### config.mk
export PLATFORM = sky130hd
export DESIGN_NAME = timer_pwm_output_unit
export DESIGN_NICKNAME = d
export VERILOG_FILES = /design/src/pwm_pkg.sv /design/src/pwm_channel.sv /design/src/timer_pwm_output_unit.sv
export VERILOG_INCLUDE_DIRS = /design/src /design/src/src
export SDC_FILE = /design/constraint.sdc
export NUM_CORES = 1
export LEC_CHECK = 0
export ABC_AREA = 1
export ABC_CLOCK_PERIOD_IN_PS = 5600
export BUFFER_PORTS_ARGS = -buffer_cell sky130_fd_sc_hd__buf_2
export CORE_AREA = 2 2 131 133
export DETAILED_ROUTE_END_ITERATION = 8
export DIE_AREA = 0 0 133 135
export PLACE_DENSITY = 0.82
export SYNTH_ARGS = -nofsm -noshare
export SYNTH_HDL_FRONTEND = slang
export SYNTH_HIERARCHICAL = 1
export SYNTH_SLANG_ARGS = --single-unit
### constraint.sdc
create_clock -name clk_sys -period 5.6 [get_ports clk_sys]
set_clock_uncertainty 0.1 [all_clocks]
set_input_delay 0.56 -clock clk_sys [delete_from_list [all_inputs] [get_ports clk_sys]]
set_output_delay 0.56 -clock clk_sys [all_outputs]
set_load 0.005 [all_outputs]
### src/pwm_regs.svh
`ifndef PWM_REGS_SVH
`define PWM_REGS_SVH

// ==========================================================================
// Bus geometry
`define ADDR_W            12
`define RESP_OKAY         2'h0
`define RESP_SLVERR       2'h2

// ==========================================================================
// Register indices; byte address is four times the index
`define IDX_RUN_FLAGS     8'h80
`define IDX_TIMER_MODE    8'h81
`define IDX_GLOBAL_PSC    8'h82
`define IDX_CH0_LOW       8'h84
`define IDX_CH0_HIGH      8'h85
`define IDX_CH0_RELOAD    8'h86
`define IDX_CH0_DUTY      8'h87
`define IDX_CH_STRIDE     8'h04
`define IDX_PRESCALE_CTRL 8'h91

// ==========================================================================
// Field positions
`define BIT_CH1_EN        7
`define BIT_CH0_EN        6
`define CHAN1_LOG_PRESCALE_LSB          3
`define CHAN0_LOG_PRESCALE_LSB          0
`define RUN_LSB           0
`define FLAG_LSB          4
`define MODE1_LSB         4
`define MODE0_LSB         0
`define GATE1_BIT         7
`define GATE0_BIT         3

// ==========================================================================
// Reset values
`define RST_PRESCALE_CTRL 8'h24
`define RST_BYTE          8'h00
`define RST_TPS           4'h0

`endif

### src/pwm_pkg.sv
package pwm_pkg;

  typedef enum logic [1:0] {
    MODE_LOG   = 2'h0,
    MODE_LIN   = 2'h1,
    MODE_FREQ  = 2'h2,
    MODE_SPLIT = 2'h3
  } wave_mode_e;

  typedef enum logic [1:0] {
    WR_IDLE = 2'h1,
    WR_RESP = 2'h2
  } wr_state_e;

endpackage : pwm_pkg

### src/pwm_channel.sv
`timescale 1ns/1ps

module pwm_channel (
  input  logic               clk_sys,
  input  logic               reset_n,
  input  logic               tick,
  input  logic               run,
  input  pwm_pkg::wave_mode_e mode,
  input  logic [2:0]         psc,
  input  logic [7:0]         low_reload,
  input  logic [7:0]         duty,
  input  logic               wr_low,
  input  logic               wr_high,
  input  logic [7:0]         wdata,
  output logic [7:0]         low_q,
  output logic [7:0]         high_q,
  output logic               wave_q,
  output logic               ovf_q
);

  logic [7:0] lmask;
  logic [7:0] shadow_q;
  logic       lstep;
  logic       low_full;
  logic       hstep;
  logic       high_roll;
  logic       pwm_mode;

  // ==========================================================================
  // Step conditions
  always_comb begin
    lmask     = 8'hff >> (3'h7 - psc);
    pwm_mode  = (mode == pwm_pkg::MODE_LOG) || (mode == pwm_pkg::MODE_LIN);
    lstep     = tick && run && (mode != pwm_pkg::MODE_SPLIT);
    low_full  = (mode == pwm_pkg::MODE_LOG) ? ((low_q & lmask) == lmask) : (low_q == 8'hff);
    hstep     = lstep && low_full && pwm_mode;
    high_roll = hstep && (high_q == 8'hff);
  end

  // ==========================================================================
  // Counters
  always_ff @(posedge clk_sys or negedge reset_n) begin
    if (!reset_n) begin
      low_q <= 8'h00;
    end else if (wr_low) begin
      low_q <= wdata;
    end else if (lstep) begin
      if (!low_full) begin
        low_q <= 8'(low_q + 8'h01);
      end else begin
        case (mode)
          pwm_pkg::MODE_LOG:  low_q <= low_q & ~lmask;
          pwm_pkg::MODE_LIN:  low_q <= low_reload;
          pwm_pkg::MODE_FREQ: low_q <= high_q;
          default:            low_q <= low_q;
        endcase
      end
    end
  end

  always_ff @(posedge clk_sys or negedge reset_n) begin
    if (!reset_n) begin
      high_q <= 8'h00;
    end else if (wr_high) begin
      high_q <= wdata;
    end else if (hstep) begin
      high_q <= 8'(high_q + 8'h01);
    end
  end

  // ==========================================================================
  // Waveform; shadow only moves at rollover so a duty write never glitches
  always_ff @(posedge clk_sys or negedge reset_n) begin
    if (!reset_n) begin
      shadow_q <= 8'h00;
      wave_q   <= 1'b0;
      ovf_q    <= 1'b0;
    end else begin
      ovf_q <= high_roll || (mode == pwm_pkg::MODE_FREQ && lstep && low_full);
      if (high_roll) begin
        shadow_q <= duty;
        wave_q   <= (duty != 8'h00);
      end else if (hstep && 8'(high_q + 8'h01) == shadow_q) begin
        wave_q   <= 1'b0;
      end else if (mode == pwm_pkg::MODE_FREQ && lstep && low_full) begin
        wave_q   <= ~wave_q;
      end
    end
  end
endmodule : pwm_channel

### src/timer_pwm_output_unit.sv
// The AXI4-Lite interface to the registers was decided locally.
`timescale 1ns/1ps
`include "pwm_regs.svh"

// ==========================================================================
// Function
// - Enable bit 7 drives channel 1 wave on its pin; bit 6 channel 0.
// - Log prescale field gives active low-counter bits of value plus one; resets to 100B.
// - Both timers are independently usable as 8-bit edge-aligned wave generators.
// - Overflow flags and the overflow pulse for baud timing keep working.
// - External gate input can halt the timer and hence the waveform.
// - Each channel has four modes from its 2-bit timer mode field.
// - Output rises at high counter 00H, falls when it reaches the compare value.
// - New duty takes effect only at the FFH to 00H rollover.
// - Duty value 00H keeps the output low.
// - Mode 0 uses the low counter as logarithmic prescaler for the high counter.
// - Modes 0 and 1 load the shadow compare at rollover and set output high unless duty is 00H.
// - Mode 1 low counter reloads from low reload on every overflow.
// - Mode 2 is 8-bit auto-reload; pin toggles on each low overflow.
// - Mode 2 period is 256 minus high reload, doubled by the toggle.
// - Channel 1 behaves like channel 0 using its own registers and pin.
// - Mode 2 leaves duty and low reload registers free for scratch use.
// - With gate set, count only while gate pin high and run set.
// - Channel mode 3 holds the count as if run were clear.
module timer_pwm_output_unit (
  input  logic               clk_sys,
  input  logic               reset_n,
  input  logic [`ADDR_W-1:0] awaddr,
  input  logic               awvalid,
  output logic               awready,
  input  logic [31:0]        wdata,
  input  logic [3:0]         wstrb,
  input  logic               wvalid,
  output logic               wready,
  output logic [1:0]         bresp,
  output logic               bvalid,
  input  logic               bready,
  input  logic [`ADDR_W-1:0] araddr,
  input  logic               arvalid,
  output logic               arready,
  output logic [31:0]        rdata,
  output logic [1:0]         rresp,
  output logic               rvalid,
  input  logic               rready,
  input  logic               chan0_gate_input,
  input  logic               chan1_gate_input,
  output logic               chan0_pin_o,
  output logic               chan0_pin_oe,
  output logic               chan1_pin_o,
  output logic               chan1_pin_oe,
  output logic               chan0_overflow,
  output logic               chan1_overflow
);

  // ==========================================================================
  // Address decode, shared by the read and write paths
  function automatic logic [7:0] addr_idx(input logic [`ADDR_W-1:0] a);
    addr_idx = a[9:2];
  endfunction : addr_idx

  function automatic logic addr_hit(input logic [`ADDR_W-1:0] a);
    logic [7:0] i;
    i = a[9:2];
    addr_hit = (a[1:0] == 2'h0) && (a[`ADDR_W-1:10] == '0) &&
               ((i == `IDX_RUN_FLAGS) || (i == `IDX_TIMER_MODE) ||
                (i == `IDX_GLOBAL_PSC) || (i == `IDX_PRESCALE_CTRL) ||
                (i >= `IDX_CH0_LOW && i < 8'(`IDX_CH0_LOW + 2 * `IDX_CH_STRIDE)));
  endfunction : addr_hit

  // ==========================================================================
  // State
  pwm_pkg::wr_state_e wr_state_q;
  logic               awready_q;
  logic               wready_q;
  logic               aw_held_q;
  logic               w_held_q;
  logic               bvalid_q;
  logic [1:0]         bresp_q;
  logic [`ADDR_W-1:0] aw_addr_q;
  logic [7:0]         wbyte_q;
  logic               wlane_q;
  logic               arready_q;
  logic               rvalid_q;
  logic [1:0]         rresp_q;
  logic [31:0]        rdata_q;
  logic               wr_fire;
  logic [7:0]         wr_idx;

  logic [7:0]         ctrl_q;
  logic [7:0]         tmode_q;
  logic [1:0]         run_q;
  logic [1:0]         flag_q;
  logic [3:0]         tps_q;
  logic [3:0]         tps_cnt_q;
  logic               tick;
  logic [1:0]         gate_meta_q;
  logic [1:0]         gate_sync_q;
  logic [1:0]         pin_o_q;
  logic [1:0]         pin_oe_q;
  logic [1:0]         ovf_out_q;
  logic [7:0]         rd_mux;

  logic [7:0]         duty_q   [2];
  logic [7:0]         reload_q [2];
  logic [7:0]         low_cnt  [2];
  logic [7:0]         high_cnt [2];
  logic [1:0]         wave;
  logic [1:0]         ovf;
  logic [1:0]         en;
  logic [1:0]         run_eff;
  logic [1:0]         wr_low;
  logic [1:0]         wr_high;

  assign awready        = awready_q;
  assign wready         = wready_q;
  assign bvalid         = bvalid_q;
  assign bresp          = bresp_q;
  assign arready        = arready_q;
  assign rvalid         = rvalid_q;
  assign rresp          = rresp_q;
  assign rdata          = rdata_q;
  assign chan0_pin_o    = pin_o_q[0];
  assign chan0_pin_oe   = pin_oe_q[0];
  assign chan1_pin_o    = pin_o_q[1];
  assign chan1_pin_oe   = pin_oe_q[1];
  assign chan0_overflow = ovf_out_q[0];
  assign chan1_overflow = ovf_out_q[1];

  assign en      = {ctrl_q[`BIT_CH1_EN], ctrl_q[`BIT_CH0_EN]};
  assign wr_fire = (wr_state_q == pwm_pkg::WR_IDLE) && aw_held_q && w_held_q;
  // Unmapped or misaligned writes answer SLVERR and must not alias onto a register
  assign wr_idx  = addr_hit(aw_addr_q) ? addr_idx(aw_addr_q) : 8'h00;

  // ==========================================================================
  // AXI4-Lite write path; address and data may arrive in either order
  always_ff @(posedge clk_sys or negedge reset_n) begin
    if (!reset_n) begin
      wr_state_q <= pwm_pkg::WR_IDLE;
      awready_q  <= 1'b1;
      wready_q   <= 1'b1;
      aw_held_q  <= 1'b0;
      w_held_q   <= 1'b0;
      bvalid_q   <= 1'b0;
      bresp_q    <= `RESP_OKAY;
      aw_addr_q  <= '0;
      wbyte_q    <= 8'h00;
      wlane_q    <= 1'b0;
    end else begin
      case (wr_state_q)
        pwm_pkg::WR_IDLE: begin
          if (awvalid && awready_q) begin
            aw_held_q <= 1'b1;
            awready_q <= 1'b0;
            aw_addr_q <= awaddr;
          end
          if (wvalid && wready_q) begin
            w_held_q <= 1'b1;
            wready_q <= 1'b0;
            wbyte_q  <= wdata[7:0];
            wlane_q  <= wstrb[0];
          end
          if (wr_fire) begin
            bvalid_q   <= 1'b1;
            bresp_q    <= addr_hit(aw_addr_q) ? `RESP_OKAY : `RESP_SLVERR;
            wr_state_q <= pwm_pkg::WR_RESP;
          end
        end
        pwm_pkg::WR_RESP: begin
          if (bready) begin
            bvalid_q   <= 1'b0;
            aw_held_q  <= 1'b0;
            w_held_q   <= 1'b0;
            awready_q  <= 1'b1;
            wready_q   <= 1'b1;
            wr_state_q <= pwm_pkg::WR_IDLE;
          end
        end
        default: wr_state_q <= pwm_pkg::WR_IDLE;
      endcase
    end
  end

  // ==========================================================================
  // AXI4-Lite read path; one cycle from address handshake to data
  always_ff @(posedge clk_sys or negedge reset_n) begin
    if (!reset_n) begin
      arready_q <= 1'b1;
      rvalid_q  <= 1'b0;
      rresp_q   <= `RESP_OKAY;
      rdata_q   <= 32'h0000_0000;
    end else if (arvalid && arready_q) begin
      arready_q <= 1'b0;
      rvalid_q  <= 1'b1;
      rresp_q   <= addr_hit(araddr) ? `RESP_OKAY : `RESP_SLVERR;
      rdata_q   <= {24'h00_0000, addr_hit(araddr) ? rd_mux : 8'h00};
    end else if (rvalid_q && rready) begin
      arready_q <= 1'b1;
      rvalid_q  <= 1'b0;
    end
  end

  always_comb begin
    rd_mux = 8'h00;
    case (addr_idx(araddr))
      `IDX_RUN_FLAGS:     rd_mux = {2'h0, flag_q, 2'h0, run_q};
      `IDX_TIMER_MODE:    rd_mux = tmode_q;
      `IDX_GLOBAL_PSC:    rd_mux = {4'h0, tps_q};
      `IDX_PRESCALE_CTRL: rd_mux = ctrl_q;
      8'h84:              rd_mux = low_cnt[0];
      8'h85:              rd_mux = high_cnt[0];
      8'h86:              rd_mux = reload_q[0];
      8'h87:              rd_mux = duty_q[0];
      8'h88:              rd_mux = low_cnt[1];
      8'h89:              rd_mux = high_cnt[1];
      8'h8a:              rd_mux = reload_q[1];
      8'h8b:              rd_mux = duty_q[1];
      default:            rd_mux = 8'h00;
    endcase
  end

  // ==========================================================================
  // Shared control registers; only byte lane 0 carries data
  always_ff @(posedge clk_sys or negedge reset_n) begin
    if (!reset_n) begin
      ctrl_q  <= `RST_PRESCALE_CTRL;
      tmode_q <= `RST_BYTE;
      tps_q   <= `RST_TPS;
      run_q   <= 2'h0;
    end else if (wr_fire && wlane_q) begin
      case (wr_idx)
        `IDX_PRESCALE_CTRL: ctrl_q  <= wbyte_q;
        `IDX_TIMER_MODE:    tmode_q <= wbyte_q;
        `IDX_GLOBAL_PSC:    tps_q   <= wbyte_q[3:0];
        `IDX_RUN_FLAGS:     run_q   <= wbyte_q[`RUN_LSB +: 2];
        default:            ctrl_q  <= ctrl_q;
      endcase
    end
  end

  // Overflow flags are write-one-to-clear, and a new overflow beats the clear
  always_ff @(posedge clk_sys or negedge reset_n) begin
    if (!reset_n) begin
      flag_q <= 2'h0;
    end else begin
      for (int k = 0; k < 2; k++) begin
        if (ovf[k]) begin
          flag_q[k] <= 1'b1;
        end else if (wr_fire && wlane_q && wr_idx == `IDX_RUN_FLAGS &&
                     wbyte_q[`FLAG_LSB + k]) begin
          flag_q[k] <= 1'b0;
        end
      end
    end
  end

  // ==========================================================================
  // Global prescale: every timer steps once per tps_q + 1 clocks
  assign tick = (tps_cnt_q == tps_q);

  always_ff @(posedge clk_sys or negedge reset_n) begin
    if (!reset_n) begin
      tps_cnt_q <= 4'h0;
    end else if (tick) begin
      tps_cnt_q <= 4'h0;
    end else begin
      tps_cnt_q <= 4'(tps_cnt_q + 4'h1);
    end
  end

  // Gate pins are asynchronous, so two flops before use
  always_ff @(posedge clk_sys or negedge reset_n) begin
    if (!reset_n) begin
      gate_meta_q <= 2'h0;
      gate_sync_q <= 2'h0;
    end else begin
      gate_meta_q <= {chan1_gate_input, chan0_gate_input};
      gate_sync_q <= gate_meta_q;
    end
  end

  // ==========================================================================
  // Channels
  for (genvar g = 0; g < 2; g++) begin : gen_ch
    localparam logic [7:0] BASE = 8'(`IDX_CH0_LOW + g * `IDX_CH_STRIDE);

    logic                gate_bit;
    logic [2:0]          psc;
    pwm_pkg::wave_mode_e mode;

    assign gate_bit   = tmode_q[g ? `GATE1_BIT : `GATE0_BIT];
    assign psc        = ctrl_q[(g ? `CHAN1_LOG_PRESCALE_LSB : `CHAN0_LOG_PRESCALE_LSB) +: 3];
    assign mode       = pwm_pkg::wave_mode_e'(tmode_q[(g ? `MODE1_LSB : `MODE0_LSB) +: 2]);
    assign run_eff[g] = run_q[g] && (!gate_bit || gate_sync_q[g]);
    assign wr_low[g]  = wr_fire && wlane_q && (wr_idx == BASE);
    assign wr_high[g] = wr_fire && wlane_q && (wr_idx == 8'(BASE + 8'h01));

    // Reload and duty stay plain storage, so mode 2 leaves them free
    always_ff @(posedge clk_sys or negedge reset_n) begin
      if (!reset_n) begin
        reload_q[g] <= `RST_BYTE;
        duty_q[g]   <= `RST_BYTE;
      end else if (wr_fire && wlane_q) begin
        if (wr_idx == 8'(BASE + 8'h02)) begin
          reload_q[g] <= wbyte_q;
        end
        if (wr_idx == 8'(BASE + 8'h03)) begin
          duty_q[g] <= wbyte_q;
        end
      end
    end

    pwm_channel u_ch (
      .clk_sys    (clk_sys),
      .reset_n    (reset_n),
      .tick       (tick),
      .run        (run_eff[g]),
      .mode       (mode),
      .psc        (psc),
      .low_reload (reload_q[g]),
      .duty       (duty_q[g]),
      .wr_low     (wr_low[g]),
      .wr_high    (wr_high[g]),
      .wdata      (wbyte_q),
      .low_q      (low_cnt[g]),
      .high_q     (high_cnt[g]),
      .wave_q     (wave[g]),
      .ovf_q      (ovf[g])
    );

    // Pin is released when the enable drops; input role is handled elsewhere
    always_ff @(posedge clk_sys or negedge reset_n) begin
      if (!reset_n) begin
        pin_o_q[g]   <= 1'b0;
        pin_oe_q[g]  <= 1'b0;
        ovf_out_q[g] <= 1'b0;
      end else begin
        pin_o_q[g]   <= en[g] && wave[g];
        pin_oe_q[g]  <= en[g];
        ovf_out_q[g] <= ovf[g];
      end
    end

  end
endmodule : timer_pwm_output_unit
==> results of run 1 <==
==> per-stage QoR <==
stage                     instance area [um^2]  cells  setup WS (ns)  utilization
final                                    10700   1597           2.45        0.651
after global placement                   10100   1565           2.53        0.615
after CTS                                10700   1597           2.50        0.651
after global routing                     10700   1597           2.28        0.651
after detailed placement                 10100   1565           2.52        0.615
after floorplan                           9870   1342           3.25            -
==> worst max-delay path: stages (launching register included) <==
cell and delay, ns:
dfstp_2 0.56, nand4_2 0.15, nor2_1 0.21, nand3_1 0.15, nor2_4 0.40, inv_1 0.11, nor2_1 0.45, inv_1 0.26
nand2_1 0.36, o21ai_0 0.17, o21ai_1 0.15
==> cells in the mapped netlist (10+ instances only) <==
| cell type | number |
|---|---|
| a21oi_1 | 41 |
| dfrtp_1 | 156 |
| mux2_2 | 13 |
| nor2_2 | 12 |
| ha_1 | 13 |
| buf_4 | 29 |
| o21ai_1 | 15 |
| nand2_1 | 367 |
| nor3_1 | 10 |
| o21ai_0 | 48 |
| nand2_2 | 15 |
| o211ai_1 | 13 |
| nor2_4 | 11 |
| nor2_1 | 110 |
| inv_1 | 137 |
| clkbuf_1 | 22 |
| o22ai_1 | 10 |
| nand3_1 | 194 |
==> power by group <==
part | internal (uW) | switching [uW]
Combinational | 123 | 188
Clock | 647 | 534
Sequential | 1280 | 245
Total | 2050 | 966
==> sequential cells by signal, summed over array words and instances (netlist names), 8 cells and up <==
signal / flops
gen_ch.u_ch/high_q: 16
ctrl_q: 8
wbyte_q: 8
reload_q: 16
rdata: 8
duty_q: 16
tmode_q: 8
aw_addr_q: 12
gen_ch.u_ch/shadow_q: 16
gen_ch.u_ch/low_q: 16
==> final cells by class <==
type,count,area [um^2],share of cell area
Multi-Input combinational cell,972,4860,0.454
Sequential cell,162,4060,0.380
Timing Repair Buffer,65,339,0.0317
Inverter,146,556,0.0520
Tap cell,220,275,0.0258
Clock buffer,18,439,0.0411
Clock inverter,14,160,0.0150
==> logic make-up (layout without fill, tap and decap cells) <==
| group | after synthesis | in the layout | share of synthesized area |
|---|---|---|---|
| other cells | 1 | 26 | 0.000384 |
| flops | 162 | 162 | 0.416 |
| simple gates | 752 | 752 | 0.349 |
| compound gates | 157 | 157 | 0.0959 |
| fa+ha+maj | 13 | 13 | 0.0166 |
| buf+inv | 208 | 243 | 0.0974 |
| xor+xnor | 11 | 11 | 0.00986 |
| mux | 13 | 13 | 0.0150 |
==> worst max-delay path by stage <==
stage | start | end | slack (ns) | cells past startpoint
CTS | wr_state_q[0] | gen_ch[0].u_ch/low_q[0] | 2.50 | 10
floorplan | aw_addr_q[7] | gen_ch[0].u_ch/high_q[4] | 3.25 | 13
global route | wr_state_q[0] | gen_ch[0].u_ch/low_q[0] | 2.28 | 10
detailed placement | wr_state_q[0] | gen_ch[0].u_ch/low_q[0] | 2.52 | 10
finish | wr_state_q[0] | gen_ch[0].u_ch/low_q[0] | 2.45 | 10
global placement | wr_state_q[0] | gen_ch[0].u_ch/low_q[0] | 2.53 | 10
==> layer usage <==
metal,routed length [um],up-vias
li1,-,4344
met1,11000,4196
met2,11300,551
met3,2970,73
met4,863,0
met5,0,-
==> placed cells by master, fill, tap and decap left out, drive strengths merged <==
master,synthesis,final
xnor2,2,2
mux2,13,13
o221ai,7,7
xor2,9,9
nor4,2,2
o22ai,10,10
ha,13,13
nor3,12,12
nand4,13,13
o21bai,2,2
nand3b,3,3
dfstp,6,6
clkbuf,22,18
conb,1,26
o21ai,68,68
nor3b,1,1
a22o,1,1
nand2,386,386
a31oi,4,4
clkinvlp,0,1
a21oi,41,41
clkinv,4,7
o31ai,1,1
nand3,199,199
buf,40,65
inv,142,151
o211ai,13,13
nor2,133,133
dfrtp,156,156
a221o,1,1
bufinv,0,1
a221oi,2,2
o21a,2,2
or2,3,3
a211oi,5,5
==> run_results.csv, run 1 <==
group,metric,value,unit
sta,max_clock_freq,0.318,GHz
grt,grt-busiest-layer,"met2",
yosys,ys_warn_count,6,
clock_tree,insertion_delay,0.44,ns
yosys,synthCells,1317,
sta,fin_tns_setup,0,ns
floorplan,rows,47,
sta,hold_violations,0,
setup_path,cp_data_arrival_time,3.41,ns
route,dr.pass1.iters,9,
floorplan,die_h,135,um
yosys,synth_top_area_frac,0.399,
setup_path,r2r_start,"wr_state_q[0]",
floorplan,die_area,18000,um^2
yosys,yosysTopAreaCell,"dfrtp_1",
route,avgRoutedWirePerCell,16.4,um
setup_path,crit_path_start_kind,"flip-flop",
sta,relSlewSlack,0.311,
final_layout,drive_gt1_frac,0.135,
clock_tree,tritoncts,"built",
yosys,synth_seq_cells,162,
final_layout,fillers,1396,
grt,use_met3,0.0672,
min_path,hp-class,"input pin to flip-flop",
sta,drv_slew,0,
floorplan,start_util,0.596,
clock_tree,hold_buffers,0,
min_path,worstHoldEndpoint,"gate_meta_q[0]",
setup_path,rrSetupSlack,2.45,ns
grt,gr-usage-met2,0.451,
sta,whs,0.121,ns
power,total_power,3020,uW
route,ant_nets,0,
power,power.density,283,nW/um^2
yosys,avgSynthCellArea,7.42,um^2
grt,grt_pass1_wl,43100,um
route,routed_wl,26100,um
final_layout,final_nets,1446,
floorplan,fp.coreArea,16400,um^2
clock_tree,clock_path_buffers,2,
placement,finalWeightedCongestion,0.952,
final_layout,antennaDiodeCount,0,
yosys,synth.distinct_cells,51,
sta,tightestPinTransition,1.03,ns
power,vdd_ir_drop_max,0.291,mV
setup_path,path_max_fanout,19,
clock_tree,path_clk_slew,0.07,ns
setup_path,r2r-end,"gen_ch[0].u_ch/low_q[0]",
route,remaining_drc_errors,0,
run,max-cap-violations,0,
grt,grt_max_degree,115,
run_status,outcome,"finished, final reports clean",
yosys,async_reset_ff_frac,1.00,
min_path,min_from,"chan0_gate_input",
min_path,min_delay_path_depth,1,
floorplan,ios,116,
grt,use_met1,0.442,
final_layout,synthToLayoutAreaGrowth,9.37,%
placement,portBuffers,62,
clock_tree,htreeDepth,4,
setup_path,path_class,"flip-flop to flip-flop",
clock_tree,cts-root-buf,"clkbuf_16",
yosys,netlist_top_cells_area,"dfrtp_1 (40%), nand2_1 (14%), nand3_1 (9.9%)",
clock_tree,cts_sinks,162,
grt,antenna_found_initial,0,
grt,grt_usage,0.306,
grt,gr-total-overflow,0,
yosys,synth-edff-count,0,
sta,finalSetupViolCount,0,
setup_path,ff2ff_path_depth,10,
route,vias,9164,
route,drt-initial-drc-count,1039,
yosys,yosysSeqAreaShare,0.416,
placement,dp_hpwl,18300,um
floorplan,fp.dieW,133,um
setup_path,end_kind,"flip-flop",
grt,grt_pass1_vias,8374,
clock_tree,numCtsBuffers,17,
clock_tree,cts_setup_buffers,0,
sta,period_needed,3.15,ns
sta,fin_crit_sh,0.562,
power,leakagePower,0.00549,uW
sta,rsz0062_at_grt,"false",
setup_path,cp_data_required_time,5.86,ns
route,via_per_inst,5.74,
yosys,syn_area,9770,um^2
clock_tree,ctsResizeCount,0,
yosys,ys.flop_type,"dfrtp_1",
Note: power is estimated with default switching activity, not from simulation.
==> run 2: changes to the inputs <==
ABC_AREA = 0   (was 1)
ABC_CLOCK_PERIOD_IN_PS = 3270   (was 5600)
CORE_AREA = 2 2 130 132   (was 2 2 131 133)
DIE_AREA = 0 0 132 134   (was 0 0 133 135)
PLACE_DENSITY = 0.81   (was 0.82)
clock period = 3.27 ns   (was 5.6 ns; I/O delays follow)
==> run_results.csv, run 2 <==
group,metric,value,unit
run_status,outcome,"finished, final reports clean",
sta,tightestPinTransition,0.787,ns
final_layout,utilization,0.651,
sta,drv_slew,0,
power,vdd_ir_drop_max,0.381,mV
sta,fin_crit_sh,0.930,
setup_path,path_buf_inv,2,
final_layout,final-seq-area,4060,um^2
yosys,syn_area,9500,um^2
grt,antenna_found_initial,0,
route,ant_nets,0,
clock_tree,path_clk_slew,0.07,ns
floorplan,fp.coreArea,16300,um^2
yosys,netlist_top_cells_area,"dfrtp_1 (41%), mux2_2 (10%), nand2_1 (3.2%)",
sta,hold_violations,0,
final_layout,fillers,1294,
yosys,async_reset_ff_frac,1.00,
clock_tree,cts_sinks,162,
setup_path,path_class,"flip-flop to flip-flop",
floorplan,rows,47,
floorplan,start_util,0.583,
sta,fin_tns_setup,0,ns
clock_tree,clock_path_buffers,2,
yosys,ys.flop_type,"dfrtp_1",
floorplan,fp.dieW,132,um
min_path,min_from,"rready",
final_layout,synthToLayoutAreaGrowth,11.6,%
yosys,avgSynthCellArea,10.4,um^2
clock_tree,insertion_delay,0.43,ns
route,dr.pass1.iters,5,
clock_tree,tritoncts,"built",
yosys,yosys-top-cells-count,"dfrtp_1 (156), mux2_2 (87), nand2_1 (82), nor2_1 (54), o21ai_0 (32)",
power,total_power,4770,uW
final_layout,final_nets,1054,
yosys,synth-edff-count,0,
setup_path,critPathMaxStageDelay,0.60,ns
sta,finalSetupViolCount,0,
setup_path,path_max_fanout,15,
setup_path,end_kind,"flip-flop",
yosys,yosysTopAreaCell,"dfrtp_1",
final_layout,antennaDiodeCount,0,
grt,grt_max_degree,59,
placement,dp_hpwl,17500,um
setup_path,crit_family,"simple AND/OR/NAND/NOR gates",
route,drt-initial-drc-count,772,
route,remaining_drc_errors,0,
yosys,ys_warn_count,6,
setup_path,r2r-end,"gen_ch[0].u_ch/low_q[3]",
final_layout,multi_input_area,5040,um^2
route,routed_wl,25000,um
yosys,synth_seq_cells,162,
setup_path,r2r_start,"wr_state_q[0]",
route,vias,7541,
setup_path,slowest_stage,"dfstp_2",
yosys,yosysSeqAreaShare,0.427,
yosys,synth-compound-area-share,0.152,
setup_path,ff2ff_path_depth,10,
power,power.density,449,nW/um^2
grt,grt_usage,0.296,
min_path,worstHoldEndpoint,"rvalid",
yosys,synth_top_area_frac,0.411,
clock_tree,hold_buffers,4,
floorplan,die_h,134,um
setup_path,cp_data_required_time,3.50,ns
setup_path,crit_path_start_kind,"flip-flop",
clock_tree,htreeDepth,4,
sta,whs,0.0128,ns
yosys,synthAdderAreaFrac,0.0171,
clock_tree,numCtsBuffers,17,
yosys,synth_most_common_cell,"dfrtp_1",
clock_tree,ctsResizeCount,0,
setup_path,rrSetupSlack,0.23,ns
final_layout,layout_common_cells,"dfrtp_1 (156), mux2_2 (87), nand2_1 (82)",
final_layout,drive_gt1_frac,0.245,
min_path,min_delay_path_depth,2,
grt,grt_pass1_wl,40400,um
sta,relSlewSlack,0.475,
placement,portBuffers,62,
floorplan,ios,116,
grt,gr-total-overflow,0,
clock_tree,cts-root-buf,"clkbuf_16",
yosys,synth-simple-area-share,0.162,
route,via_per_inst,6.26,
yosys,synthMuxAreaShare,0.151,
sta,rsz0062_at_grt,"false",
final_layout,final_common_cell,"dfrtp_1",
final_layout,layout.cells.non_filler,1205,
placement,dp_cells,1169,
sta,max_clock_freq,0.329,GHz
setup_path,cp_data_arrival_time,3.27,ns
setup_path,crit_chain,"nand4b_2 -> or3b_1 -> nor4b_4 -> nand2_1 -> nor2_1 -> buf_12 -> inv_1 -> or2b_2 -> o21ai_1 -> a221oi_1",
sta,period_needed,3.04,ns
power,leakagePower,0.00488,uW
run,max-cap-violations,0,
route,avgRoutedWirePerCell,20.8,um
placement,finalWeightedCongestion,0.953,
floorplan,die_area,17700,um^2
yosys,synthXorXnorAreaFrac,0.0387,
yosys,synth_top_family_by_area,"simple AND/OR/NAND/NOR gates",
clock_tree,cts_setup_buffers,0,
min_path,hp-class,"input pin to flip-flop",
yosys,synth.distinct_cells,95,
yosys,synthCells,911,
grt,grt_pass1_vias,7282,
[run 2: area by class of cell]
class	instances	area share
Sequential cell	162	0.383
Multi-Input combinational cell	677	0.475
Tap cell	220	0.0260
Clock buffer	20	0.0421
Clock inverter	12	0.0139
Inverter	28	0.00991
Timing Repair Buffer	86	0.0501
[run 2: cell families (layout without fill, tap and decap cells)]
family | count (synthesis) | in the layout
AND/OR/NAND/NOR | 284 | 284
AO/OA/AOI/OAI | 187 | 187
flip-flops | 162 | 162
multiplexers | 125 | 125
buffers and inverters | 97 | 146
XOR/XNOR | 42 | 42
adder cells (fa/ha/maj) | 13 | 13
other | 1 | 26
[run 2: how the worst max path moves through the flow]
stage	to	cells past startpoint	startpoint	slack [ns]
2_1_floorplan	gen_ch[1].u_ch/low_q[7]	10	wr_state_q[0]	0.57
3_3_place_gp	gen_ch[0].u_ch/low_q[3]	10	wr_state_q[0]	0.36
3_5_place_dp	gen_ch[0].u_ch/low_q[3]	10	wr_state_q[0]	0.26
4_1_cts	gen_ch[0].u_ch/low_q[3]	10	wr_state_q[0]	0.25
5_1_grt	gen_ch[0].u_ch/low_q[3]	10	wr_state_q[0]	0.02
6_report	gen_ch[0].u_ch/low_q[3]	10	wr_state_q[0]	0.23
[run 2: report_power, final]
group | switching (uW) | total (uW) | leakage [uW] | internal (uW)
clock | 856 | 2020 | 0.000284 | 1160
combinational | 249 | 447 | 0.00240 | 197
sequential | 205 | 2300 | 0.00220 | 2100
[run 2: layer usage]
| layer | vias to the layer above | routed length (um) | global-route usage | part of all wire |
|---|---|---|---|---|
| li1 | 3426 | - | - | - |
| met1 | 3682 | 10500 | 0.403 | 0.42 |
| met2 | 372 | 11500 | 0.459 | 0.46 |
| met3 | 61 | 2220 | 0.0775 | 0.089 |
| met4 | 0 | 771 | 0.112 | 0.031 |
| met5 | - | 0 | 0 | 0 |
[run 2: per-stage QoR]
step	setup slack, ns	area (um^2)
floorplan	0.568	9590
global placement	0.364	9970
detailed placement	0.259	9970
CTS	0.246	10600
global route	0.0167	10600
finish	0.228	10600
[run 2: worst register-to-register path, delay by kind of cell (launching register included)]
| family | cells | cell delay [ns] |
|---|---|---|
| compound gates | 2 | 0.29 |
| buf+inv | 2 | 0.30 |
| flops | 1 | 0.60 |
| simple gates | 6 | 1.64 |
